File: src/verilog/wwd_map.vh
// timing constants for the wakeup/watchdog reset supervisor
`ifndef WWD_MAP_VH
`define WWD_MAP_VH
// ============================================================
// timing: one unit of the timing resistor scale
`define WWD_TICK_NS 5000
`define WWD_CLK_NS 10
`define WWD_TICK_CYC (`WWD_TICK_NS / `WWD_CLK_NS)
// ============================================================
// interval lengths in ticks
`define WWD_RST_DELAY_TICKS 1
`define WWD_WAKE_DELAY_TICKS 4
`define WWD_PERIOD_TICKS 8
`define WWD_HALF_TICKS 4
`endif

File: src/verilog/wwd_supervisor.v
// wakeup, watchdog and reset supervisor logic of a regulator
// Notes on behaviour
// hold reset low until output regulates
// undervoltage resets; release after recovery plus delay
// reset when no watchdog edge per period
// input-supply low forces reset regardless
// wakeup held low while reset asserted
// after release, first wakeup after delay
// wakeup period is eight tick units
// reset delay is one tick unit
// reset-to-wakeup delay is four units
// enable low shuts down pass stage
// wakeup is a 50 percent square wave
// first watchdog falling edge forces wakeup low
// later watchdog edges in cycle ignored
// missed watchdog resets at cycle end
// all intervals derive from one tick
`timescale 1ns/1ns
`include "wwd_map.vh"
module wwd_supervisor #(
  parameter TICK_CYC = `WWD_TICK_CYC
) (
  // clock and reset
  input wire MCLK,
  input wire RST_N,
  // supervisor inputs from pins and comparators
  input wire ENABLE,
  input wire OUT_IN_REG,
  input wire IN_SUPPLY_LOW,
  input wire WATCHDOG_PULSE_IN,
  // outputs
  output reg RESET_OUT_N,
  output reg WAKEUP_OUT,
  output reg PASS_ON
);
  // ============================================================
  // states
  localparam [2:0] ST_OFF = 3'h0;
  localparam [2:0] ST_HOLD = 3'h1;
  localparam [2:0] ST_DELAY = 3'h2;
  localparam [2:0] ST_WAKE_WAIT = 3'h3;
  localparam [2:0] ST_RUN = 3'h4;
  localparam [3:0] RST_TICKS = `WWD_RST_DELAY_TICKS;
  localparam [3:0] WAKE_TICKS = `WWD_WAKE_DELAY_TICKS;
  localparam [3:0] PER_TICKS = `WWD_PERIOD_TICKS;
  localparam [3:0] HALF_TICKS = `WWD_HALF_TICKS;
  localparam [31:0] TICK_LAST = TICK_CYC - 1;

  // bit positions of the pins in the synchroniser bank
  localparam PIN_EN = 0;
  localparam PIN_VOUT = 1;
  localparam PIN_VIN = 2;
  localparam PIN_WDOG = 3;
  localparam PIN_COUNT = 4;

  // ============================================================
  // reset release
  reg rst_s1_reg;
  reg rst_n_reg;
  always @(posedge MCLK or negedge RST_N) begin
    if (!RST_N) begin
      rst_s1_reg <= 1'b0;
      rst_n_reg <= 1'b0;
    end else begin
      rst_s1_reg <= 1'b1;
      rst_n_reg <= rst_s1_reg;
    end
  end

  // ============================================================
  // input synchronisers, one generate per pin
  // comparator and pin levels are asynchronous, so each passes two flops
  wire [3:0] pin_raw;
  wire [3:0] pin_sync;
  assign pin_raw = {WATCHDOG_PULSE_IN, IN_SUPPLY_LOW, OUT_IN_REG, ENABLE};
  genvar gi;
  generate
    for (gi = 0; gi < PIN_COUNT; gi = gi + 1) begin : g_sync
      reg s1_reg;
      reg s2_reg;
      always @(posedge MCLK or negedge rst_n_reg) begin
        if (!rst_n_reg) begin
          s1_reg <= 1'b0;
          s2_reg <= 1'b0;
        end else begin
          s1_reg <= pin_raw[gi];
          s2_reg <= s1_reg;
        end
      end
      assign pin_sync[gi] = s2_reg;
    end
  endgenerate
  wire en_s;
  wire vout_ok_s;
  wire vin_low_s;
  wire wdog_s;
  assign en_s = pin_sync[PIN_EN];
  assign vout_ok_s = pin_sync[PIN_VOUT];
  assign vin_low_s = pin_sync[PIN_VIN];
  assign wdog_s = pin_sync[PIN_WDOG];

  // ============================================================
  // watchdog falling edge, taken from the synchronised copy only
  // the edge register starts low, so the idle-high pin gives no false fall
  reg wdog_prev_reg;
  always @(posedge MCLK or negedge rst_n_reg) begin
    if (!rst_n_reg) begin
      wdog_prev_reg <= 1'b0;
    end else begin
      wdog_prev_reg <= wdog_s;
    end
  end
  wire wdog_fall = wdog_prev_reg & ~wdog_s;

  // ============================================================
  // tick prescaler: every interval is a whole number of ticks
  // limitation: the resistor scale is only as fine as one tick of TICK_CYC clocks
  reg [31:0] pre_reg;
  wire tick = (pre_reg == TICK_LAST);
  reg [2:0] state_reg;
  reg [2:0] state_next;
  reg [3:0] tcnt_reg;
  reg [3:0] tcnt_next;
  reg wd_seen_reg;
  reg wd_seen_next;
  wire restart = (state_reg != state_next);
  always @(posedge MCLK or negedge rst_n_reg) begin
    if (!rst_n_reg) begin
      pre_reg <= 32'h0;
    end else if (tick || restart) begin
      pre_reg <= 32'h0;
    end else begin
      pre_reg <= pre_reg + 32'h1;
    end
  end

  // fault sources that must pull reset low right away
  // enable low still wins over every fault, by the override below
  wire fault = ~vout_ok_s | vin_low_s;

  // ============================================================
  // decoding shared by the state, counter and output logic
  // tick count that closes an interval of len ticks
  function interval_end;
    input [3:0] cnt;
    input [3:0] len;
    begin
      interval_end = (cnt == len - 4'h1);
    end
  endfunction

  // length in ticks of the interval a timed state runs for
  function [3:0] interval_len;
    input [2:0] st;
    begin
      case (st)
        ST_DELAY: interval_len = RST_TICKS;
        ST_WAKE_WAIT: interval_len = WAKE_TICKS;
        ST_RUN: interval_len = PER_TICKS;
        default: interval_len = 4'h1;
      endcase
    end
  endfunction

  // reset pin is high only once the release delay has run out
  function reset_released;
    input [2:0] st;
    begin
      reset_released = (st == ST_WAKE_WAIT) || (st == ST_RUN);
    end
  endfunction

  // the tick that closes the running interval
  wire span_end = tick && interval_end(tcnt_reg, interval_len(state_reg));

  // ============================================================
  // supervisor state machine
  always @* begin
    state_next = state_reg;
    case (state_reg)
      ST_OFF: begin
        if (en_s) begin
          state_next = ST_HOLD;
        end
      end
      ST_HOLD: begin
        // stay low until the output regulates and input is adequate
        if (!fault) begin
          state_next = ST_DELAY;
        end
      end
      ST_DELAY: begin
        if (fault) begin
          state_next = ST_HOLD;
        end else if (span_end) begin
          state_next = ST_WAKE_WAIT;
        end
      end
      ST_WAKE_WAIT: begin
        if (fault) begin
          state_next = ST_HOLD;
        end else if (span_end) begin
          state_next = ST_RUN;
        end
      end
      ST_RUN: begin
        if (fault) begin
          state_next = ST_HOLD;
        end else if (span_end && !wd_seen_reg && !wdog_fall) begin
          // missing edge is judged only at the cycle's end
          state_next = ST_DELAY;
        end
      end
      default: begin
        state_next = ST_OFF;
      end
    endcase
    if (!en_s) begin
      state_next = ST_OFF;
    end
  end

  // ============================================================
  // tick counter within the current interval
  always @* begin
    tcnt_next = tcnt_reg;
    case (state_reg)
      ST_DELAY, ST_WAKE_WAIT, ST_RUN: begin
        // a fault leaves the count alone; the hold state clears it
        if (!fault && tick) begin
          if (span_end) begin
            tcnt_next = 4'h0;
          end else begin
            tcnt_next = tcnt_reg + 4'h1;
          end
        end
      end
      default: begin
        tcnt_next = 4'h0;
      end
    endcase
    if (!en_s) begin
      tcnt_next = 4'h0;
    end
  end

  // ============================================================
  // watchdog edge seen in the current wakeup cycle
  always @* begin
    wd_seen_next = wd_seen_reg;
    case (state_reg)
      ST_WAKE_WAIT: begin
        wd_seen_next = 1'b0;
      end
      ST_RUN: begin
        if (wdog_fall) begin
          wd_seen_next = 1'b1;
        end
        // the cycle's end clears it for the next cycle
        if (!fault && span_end) begin
          wd_seen_next = 1'b0;
        end
      end
      default: begin
        wd_seen_next = wd_seen_reg;
      end
    endcase
  end

  always @(posedge MCLK or negedge rst_n_reg) begin
    if (!rst_n_reg) begin
      state_reg <= ST_OFF;
      tcnt_reg <= 4'h0;
      wd_seen_reg <= 1'b0;
    end else begin
      state_reg <= state_next;
      tcnt_reg <= tcnt_next;
      wd_seen_reg <= wd_seen_next;
    end
  end

  // ============================================================
  // registered outputs
  // decoded from the next state so each pin comes straight from a flop
  wire run_next = (state_next == ST_RUN);
  wire wake_half = (tcnt_next < HALF_TICKS);
  // low during reset and once the cycle's watchdog edge arrived
  wire wake_next = run_next && wake_half && !wd_seen_next;
  wire pass_next = (state_next != ST_OFF);
  wire rst_out_next = reset_released(state_next);

  always @(posedge MCLK or negedge rst_n_reg) begin
    if (!rst_n_reg) begin
      RESET_OUT_N <= 1'b0;
      WAKEUP_OUT <= 1'b0;
      PASS_ON <= 1'b0;
    end else begin
      PASS_ON <= pass_next;
      RESET_OUT_N <= rst_out_next;
      WAKEUP_OUT <= wake_next;
    end
  end
endmodule

File: config.mk
export PLATFORM = sky130hd
export DESIGN_NAME = wwd_supervisor
export DESIGN_NICKNAME = d
export VERILOG_FILES = /design/src/verilog/wwd_supervisor.v
export VERILOG_INCLUDE_DIRS = /design/src /design/src/verilog
export SDC_FILE = /design/constraint.sdc
export NUM_CORES = 1
export LEC_CHECK = 0
export BUFFER_PORTS_ARGS = -buffer_cell sky130_fd_sc_hd__buf_2
export CORE_MARGIN = 2
export CORE_UTILIZATION = 34
export DETAILED_ROUTE_END_ITERATION = 10
export PLACE_DENSITY = 0.48
export SYNTH_ARGS = -nofsm -noshare
export SYNTH_HDL_FRONTEND = slang
export SYNTH_SLANG_ARGS = --single-unit
File: constraint.sdc
create_clock -name MCLK -period 4.05 [get_ports MCLK]
set_input_delay 0.405 -clock MCLK [delete_from_list [all_inputs] [get_ports MCLK]]
set_output_delay 0.405 -clock MCLK [all_outputs]
set_load 0.01 [all_outputs]
======== Yosys cells after proc, flatten, opt, wreduce, memory -nomap -nowiden ========
Index checks and enable logic that the tools add are counted.
Widths: inputs -> output; s select.
word-level totals
  bits in registers ....................... 54
cells by class
  multiplexer cells ....................... 18
  reductions and logical operators ........ 16
  equality and inequality tests ........... 9
  bitwise gates (word level) .............. 4
  add/sub/neg operators ................... 3
  order comparisons ....................... 1
operators by type and width
  cell                   number
  $add 32x1->32 const B  1
  $eq 32x9->1 const B    1
  $mux 32                1
  $mux 3                 8
  $mux 4                 4
  $pmux 3 s5             1
  $eq 3x2->1 const B     3
  $pmux 4 s2             1
  $logic_and 1x1->1      7
  $eq 3x3->1 const B     2
  $add 4x1->4 const B    1
  $eq 4x4->1             1
  $logic_not 1->1        4
  $lt 4x3->1 const B     1
  $sub 4x1->4 const B    1
  $eq 3x1->1 const B     1
  $logic_not 3->1        1
  $ne 3x3->1             1
  $reduce_bool 3->1      1
  $reduce_or 3->1        1
  $logic_or 1x1->1       2
  $mux 1                 2
  $not 1->1              2
  $pmux 1 s2             1
  2 further kinds        2

======== Depth between registers and ports, before layout ========
Gate-level depths: netlist (run 1).
  word-level depth ........................ 14
  gate-level depth with buffers ........... 8
  mapped depth without buffers ............ 7

======== Worst setup path before layout (run 1) ========
No wires, ideal clock.
  path kind ............................... register to register
  start point ............................. reg tcnt_reg[0]
  end point ............................... reg WAKEUP_OUT
  data arrival time ....................... 1903 ps
  path buffers ............................ 0
  slack ................................... 2052 ps
  period minus slack after synthesis ...... 1998 ps
  cell stages (with the launch flop) ...... 7
  path through ............................ dfrtp_1 > or3_1 > or3_4 > a31oi_4 > nor3_2 > mux2_4 > nor4_2
between the ends
  elaborated cells between the ends (all ways) .. 25
  those cells by class .................... add/sub: 1; order compare: 1; eq/ne: 2; mux: 14; reduce/logical: 7
RTL lines
  element                                              RTL line              source
  start: declaration                                   wwd_supervisor.v:122  reg [3:0] tcnt_reg;
  start signal: assignment                             wwd_supervisor.v:277  tcnt_reg <= tcnt_next;
  branches (longest 2 deep; another with $add 4x1->4)  n/a
  $mux 4 (*)                                           wwd_supervisor.v:231  if (span_end) begin
  $mux 4 (*)                                           wwd_supervisor.v:230  if (!fault && tick) begin
  $mux 4 (*)                                           wwd_supervisor.v:227  case (state_reg)
  $mux 4 (*)                                           wwd_supervisor.v:242  if (!en_s) begin
  net tcnt_next[3]                                     wwd_supervisor.v:123  reg [3:0] tcnt_next;
  $lt 4x3->1 (*)                                       wwd_supervisor.v:286  wire wake_half = (tcnt_next < HALF_TICKS);
  $logic_and 1x1->1 (*) (2 in series)                  wwd_supervisor.v:288  wire wake_next = run_next && wake_half && !wd_seen_next;
  net wake_next                                        wwd_supervisor.v:288
  end signal: assignment                               wwd_supervisor.v:300  WAKEUP_OUT <= wake_next;
  end: declaration                                     wwd_supervisor.v:33   output reg WAKEUP_OUT,
Mark *: on every way through the listed nets, which the timed path passes.

======== Final worst setup path (run 1) ========
  start point ............................. reg pre_reg[0]
  end point ............................... reg pre_reg[19]
between the ends
  longest elaborated chain between the ends .. 11
  elaborated cells between the ends (all ways) .. 16
  those cells by class .................... add/sub: 1; eq/ne: 2; mux: 9; reduce/logical: 4
RTL lines
  element                          RTL line              source
  start: declaration               wwd_supervisor.v:118  reg [31:0] pre_reg;
  start signal: assignment         wwd_supervisor.v:133  pre_reg <= pre_reg + 32'h1;
  $eq 32x9->1                      wwd_supervisor.v:119  wire tick = (pre_reg == TICK_LAST);
  $logic_and 1x1->1                wwd_supervisor.v:174  wire span_end = tick && interval_end(tcnt_reg, interval_len(state_reg));
  $logic_and 1x1->1 (2 in series)  wwd_supervisor.v:209  end else if (span_end && !wd_seen_reg && !wdog_fall) begin
  $mux 3                           wwd_supervisor.v:209
  $mux 3                           wwd_supervisor.v:207  if (fault) begin
  $pmux 3 s5                       wwd_supervisor.v:180  case (state_reg)
  $mux 3                           wwd_supervisor.v:218  if (!en_s) begin
  $ne 3x3->1                       wwd_supervisor.v:126  wire restart = (state_reg != state_next);
  $logic_or 1x1->1                 wwd_supervisor.v:130  end else if (tick || restart) begin
  $mux 32 (*)                      wwd_supervisor.v:130
Every way passes the cells marked *; elsewhere a longest branch is shown, timed or not.

==> flow_summary.toml, run 1 <==
[critical_path]
cp-startpoint = "pre_reg[0]"
crit_fanout = 32
crit_required_ps = 4200
r2r_start = "pre_reg[0]"
cp_data_arrival_time_ps = 2710
crit_path_start_kind = "flop"
crit_path_end_kind = "flop"
path_class = "reg2reg"

[sta]
hold_viol_final = 0
fin_crit_ps = 2560
clock_skew_ps = 13.4
rsz0062_at_grt = "false"
setup_ws_ps = 1490
setup_viol = 0
drv_slew = 0
worst_pin_slew_ps = 991
period_share_pct = 63.3
max_slew_margin_pct = 33.9
max_freq_mhz = 390
setup_tns_ps = 0

[outcome]
status = "completed"

[detailed_routing]
ant_nets = 0
drt-initial-drc-count = 90
dr.pass1.iters = 4
routedWlPerCell_um = 12.8
wirelength_um = 4690
vias_per_cell = 4.72
vias = 1734
remaining_drc_errors = 0

[synth]
yosys.area.top_type = "dfrtp_1"
synth_edf_count = 0
yosysUniqueCellTypes = 44
synth.area.top_cells = "dfrtp_1, nor2_1, xor2_1, xnor2_1, nand4_1"
synth.avg_cell_area_um2 = 10.0
yosys_warnings = 0
synth_fa_ha_area_share_pct = 1.36
synth_nets = 264
netlist_area_um2 = 2570
yosysMostFrequentCell = "dfrtp_1"
async_flop_share_pct = 100
synth_top_family_by_area = "simple AND/OR/NAND/NOR gates"
ys_ff_latch = 54
yosys-top-cells-count = "dfrtp_1, nor2_1, nand2_1, xor2_1"
synth_cells = 256
synth_top_area_share_pct = 52.6
synth.yosys.seq_area_share_pct = 52.6
synth_flop_cell = "dfrtp_1"
synth-compound-area-share_pct = 5.46
synth_xor_area_share_pct = 10.2
yosys.area_share.simple_pct = 25.9
muxShareOfSynthArea_pct = 1.36

[grt]
grtUsageTotal_pct = 12.1
grt_pass1_wl_um = 8140
grt_pass1_vias = 1699
overflow = 0
antenna_found_initial = 0
grt_max_degree = 53

[floorplanning]
core_um2 = 7290
ioPinCount = 9
dieHeight_um = 90.9
die_area_um2 = 8270
num_rows = 31
initial_core_util_pct = 35.2
die_w_um = 90.9

[clocking]
cts_root_buf = "clkbuf_8"
cts_setup_buffers = 0
clockBufferDepth = 2
clock_latency_ps = 310
cts.clk_slew.worst_paths_ps = 100
cts_sinks = 54
cts_tree = "done"
htreeDepth = 2
cts_made_buffers = 5

[pwr]
combPwrFrac_pct = 4.7
p_clk_share_pct = 41.3
p_seq_share_pct = 54.1
p_leak_nw = 1.19
netSwitchingFraction_pct = 21.4
p_int_uw = 813
power_density_nw_per_um2 = 362
p_sw_uw = 221
ir_drop_v = 0.000153

[layout]
largest_register_ffs = 32
stdcell_count = 367
n_antenna_cell = 0
fin_util_pct = 39.2
drive_gt1_share_pct = 11.6
area.growth.synth_to_final_pct = 11.3
nets = 275

[placed_design]
hpwl_um = 3160
pre_cts_ws_ps = 1390
finalWeightedCongestion = 0.706
dp.cells = 358
port-buffer-count = 8

[job]
cap_violations = 0

[worst_hold_path]
min_path_type = "in2reg"
hold_start = "OUT_IN_REG"
## per-layer routing
metal | routed length, µm | vias up | share of wire (%) | global-route usage (%)
met4 | 49 | 0 | 1.0 | 4.55
li1 | - | 898 | - | -
met1 | 2480 | 820 | 53 | 17.5
met5 | 0 | - | 0 | 0
met3 | 88 | 2 | 1.9 | 2.25
met2 | 2070 | 14 | 44 | 18.1
## cells by family after synthesis
group           Yosys count
xor+xnor                 30
compound gates           20
flops                    54
mux                       3
simple gates            128
other cells               1
buf+inv                  17
fa+ha+maj                 3
## path summary, 6_finish.rpt
check | endpoint | slack (ps) | depth (start not counted)
setup / recovery | pre_reg[19] | 1490 | 6
hold / removal | g_sync[1].s1_reg | 200 | 1
setup reg to reg | pre_reg[19] | 1490 | 6
hold reg to reg | en_s | 350 | 0
max in group asynchronous | WAKEUP_OUT | 3210 | 1
min in group asynchronous | en_s | 380 | 1
## metrics by stage
stage / hold WS (ps) / power [mW] / instance area (µm²)
global placement: 191 / 0.620 / 2710
detailed placement: 192 / 0.620 / 2710
CTS: 186 / 1.05 / 2860
global route: 178 / 1.09 / 2860
floorplan: 109 / 0.606 / 2570
finish: 200 / 1.03 / 2860
## area by class of cell
cell class                      count  area (µm²)
Inverter                           10        37.5
Fill cell                         749        4430
Clock inverter                      3        68.8
Sequential cell                    54        1350
Tap cell                           99         124
Clock buffer                        5        68.8
Timing Repair Buffer               11        65.1
Multi-Input combinational cell    185        1140
## cell usage in the layout (no fill, tap or decap), types with 7 or more instances in the layout
cell     Yosys  routed
nor4_1       8       8
nand2_1     17      17
nand3_1     12      12
xor2_1      16      16
nor2_1      49      49
xnor2_1     14      14
buf_2        4       8
a21oi_1      7       7
nand4_1     14      14
inv_1       10      10
dfrtp_1     54      53
## critical path, cell delays in order, from the launching register on
cell	delay (ps)
dfrtp_1	390
ha_1	220
nor4b_1	270
nand4_1	210
nor3_2	370
a211o_1	810
nor2_1	130
## power groups by stage
stage	combinational (mW)	clock, mW	sequential, mW
2_1_floorplan	0.0319	0	0.574
3_3_place_gp	0.0499	0	0.570
3_5_place_dp	0.0501	0	0.570
4_1_cts	0.0508	0.443	0.559
5_1_grt	0.0574	0.467	0.561
6_report	0.0485	0.427	0.559
## timing repair
action | CTS | global route
gates resized for setup | 0 | 0
endpoints found under the hold margin | 2 | 0
hold buffers | 1 | 0
Power figures use the tool's default switching activity.
==> inputs of run 2 (changes only) <==
--- a/config.mk
+++ b/config.mk
@@ -6,6 +6,7 @@
 export SDC_FILE = /design/constraint.sdc
 export NUM_CORES = 1
 export LEC_CHECK = 0
+export ABC_AREA = 1
 export BUFFER_PORTS_ARGS = -buffer_cell sky130_fd_sc_hd__buf_2
 export CORE_MARGIN = 2
 export CORE_UTILIZATION = 34
==> constraint.sdc (replaced) <==
create_clock -name MCLK -period 2.6 [get_ports MCLK]
set_input_delay 0.26 -clock MCLK [delete_from_list [all_inputs] [get_ports MCLK]]
set_output_delay 0.26 -clock MCLK [all_outputs]
set_load 0.01 [all_outputs]
==> run 2 against run 1 <==
Against the previous run: final area grew 19%; critical path depth increased by 6; die area is 21% higher; total power up 46%; global-route usage increased by 1.5 points; critical path type unchanged; highest routed layer unchanged; utilization fell by 1.6 points; count of clock-buffer cells in the layout is 1 higher.
==> flow_summary.toml, run 2 <==
[layout]
drive_gt1_share_pct = 19.2
mostFrequentLayoutCell = "nand2_1"
final_cell_mix = "nand2_1, dfrtp_1, nor2_1"
area.growth.synth_to_final_pct = 8.95
nets = 388
fillers = 950
largest_register_ffs = 32
n_antenna_cell = 0
stdcell_count = 492

[detailed_routing]
vias = 2246
dr_wl_met3_um = 122
dr.pass1.iters = 4
remaining_drc_errors = 0
vias_per_cell = 4.57
wl_met1_um = 2780
top_layer_used = "met4"
wirelength_um = 5900
drt-initial-drc-count = 67
routedWlPerCell_um = 12.0
wl_met2_um = 2850
ant_nets = 0

[critical_path]
slowest_delay_ps = 400
crit_fanout = 4
crit_required_ps = 2850
r2r_slack_ps = 350
cp_data_arrival_time_ps = 2500
r2r.worst_path.cells = 12
rr_endpoint = "pre_reg[30]"
crit_buf_inv = 2
crit_path_start_kind = "flop"
cp-startpoint = "pre_reg[0]"
crit_path_end_kind = "flop"
crit_path_frequent_cell = "nor2_1"
cp_slowest_cell = "dfrtp_1"
r2r_start = "pre_reg[0]"
path_class = "reg2reg"
crit_chain = "ha_1 -> nand3_1 -> inv_1 -> nand3_1 -> nor2_1 -> nand2_1 -> nor2_1 -> nand2_1 -> nor2_1 -> xor2_1 -> inv_1 -> nor2_4"
crit_family = "simple AND/OR/NAND/NOR gates"

[grt]
grt_pass1_vias = 2366
antenna_found_initial = 0
overflow = 0
grt_max_degree = 53
grtUsageTotal_pct = 13.6
grt_pass1_wl_um = 10900

[synth]
yosys_warnings = 0
ys_ff_latch = 54
synth.avg_cell_area_um2 = 8.63
netlist_area_um2 = 3130
yosysMostFrequentCell = "nand2_1"
synth_cells = 363
yosys-top-cells-count = "nand2_1, dfrtp_1, nor2_1, inv_1, nor2_4"
yosysUniqueCellTypes = 30
synth_nets = 371
synth_edf_count = 0
synth_top_area_share_pct = 43.1
synth.yosys.seq_area_share_pct = 43.1
synth_flop_cell = "dfrtp_1"
synth.area.top_cells = "dfrtp_1, nor2_4, nand2_1, nor2_1, xor2_1"
async_flop_share_pct = 100
yosys.area.top_type = "dfrtp_1"

[clocking]
cts_tree = "done"
cts.clk_slew.worst_paths_ps = 100
cts_sinks = 54
htreeDepth = 2
cts_root_buf = "clkbuf_8"
cts_made_buffers = 5
clockBufferDepth = 2
clock_latency_ps = 310

[floorplanning]
initial_core_util_pct = 34.5
die_w_um = 100
ioPinCount = 9
core_um2 = 9060
dieHeight_um = 100
die_area_um2 = 10000
num_rows = 35

[outcome]
status = "completed"

[sta]
period_share_pct = 86.4
max_freq_mhz = 445
setup_viol = 0
hold_viol_final = 0
fin_crit_ps = 2250
drv_slew = 0
setup_ws_ps = 353
rsz0062_at_grt = "false"
clock_skew_ps = 8.33
max_slew_margin_pct = 55.3
worst_pin_slew_ps = 670
setup_tns_ps = 0

[placed_design]
pre_cts_ws_ps = 218
dp.cells = 483
hpwl_um = 4430
finalWeightedCongestion = 0.890
port-buffer-count = 8

[pwr]
power_density_nw_per_um2 = 442
p_leak_nw = 1.46
ir_drop_v = 0.000172

[job]
cap_violations = 0

[worst_hold_path]
min_path_type = "in2reg"
holdPathEnd = "g_sync[1].s1_reg"
hold_start = "OUT_IN_REG"
min_path_cells = 1
## run 2: cell count changes in the layout (fill, tap and decap cells not counted), sizes merged, moves of 4 or more
cell   change
a21oi      -4
nor2      +38
inv       +40
xnor2      -9
and3       -4
nor3       +5
nand3      +6
nand2     +63
xor2       +5
nor4       -5
## run 2: how the worst max path moves through the flow
stage	cells past startpoint	endpoint	slack, ps
global placement	17	pre_reg[0]	250
CTS	17	pre_reg[31]	200
global route	18	pre_reg[0]	10
floorplan	18	pre_reg[19]	600
detailed placement	17	pre_reg[0]	220
finish	12	pre_reg[30]	350
## run 2: layout make-up
class	instances	area [µm²]	area share, %
multi-input cells	255	1530	44.8
flip-flops and latches	54	1350	39.6
inverters	51	193	5.65
well taps	111	139	4.07
repair buffers	13	105	3.08
clock buffers	6	82.6	2.42
clock inverters	2	12.5	0.367
## run 2: per-layer routing
metal | vias to the layer above | track usage [%]
li1 | 1151 | -
met1 | 1053 | 17.4
met2 | 29 | 22.7
met3 | 13 | 2.58
met4 | 0 | 5.80
met5 | - | 0
## run 2: stage by stage
step / power [mW] / instance area [µm²] / hold WS (ps) / util (%)
after floorplan: 1.01 / 3130 / -35.6 / -
after global placement: 1.03 / 3290 / 46.7 / 36.3
after detailed placement: 1.03 / 3290 / 48.6 / 36.3
after CTS: 1.54 / 3400 / 34.8 / 37.5
after global routing: 1.60 / 3410 / 28.1 / 37.6
final: 1.51 / 3410 / 50.4 / 37.6
## run 2: timing repair
| item | 4_1_cts | 5_1_grt |
|---|---|---|
| hold buffers | 1 | 0 |
| setup buffers | 0 | 0 |
| resized for setup | 0 | 3 |
| setup endpoints to repair | 0 | 15 |
| endpoints found under the hold margin | 2 | 0 |
## run 2: logic make-up after synthesis
group                      after synthesis  share of synthesized area [%]
xor gates and xnor gates                26                           7.27
DFF                                     54                           43.1
and+or+nand+nor                        213                           37.9
other                                    1                          0.120
AOI/OAI and AO/OA                       13                           2.68
buffers and inverters                   54                           8.07
adders and majority gates                2                          0.799
## run 2: where the power goes
part,internal (mW),switching (mW),total (mW)
Combinational,0.0416,0.104,0.145
Sequential,0.857,0.0124,0.869
Clock,0.215,0.278,0.493
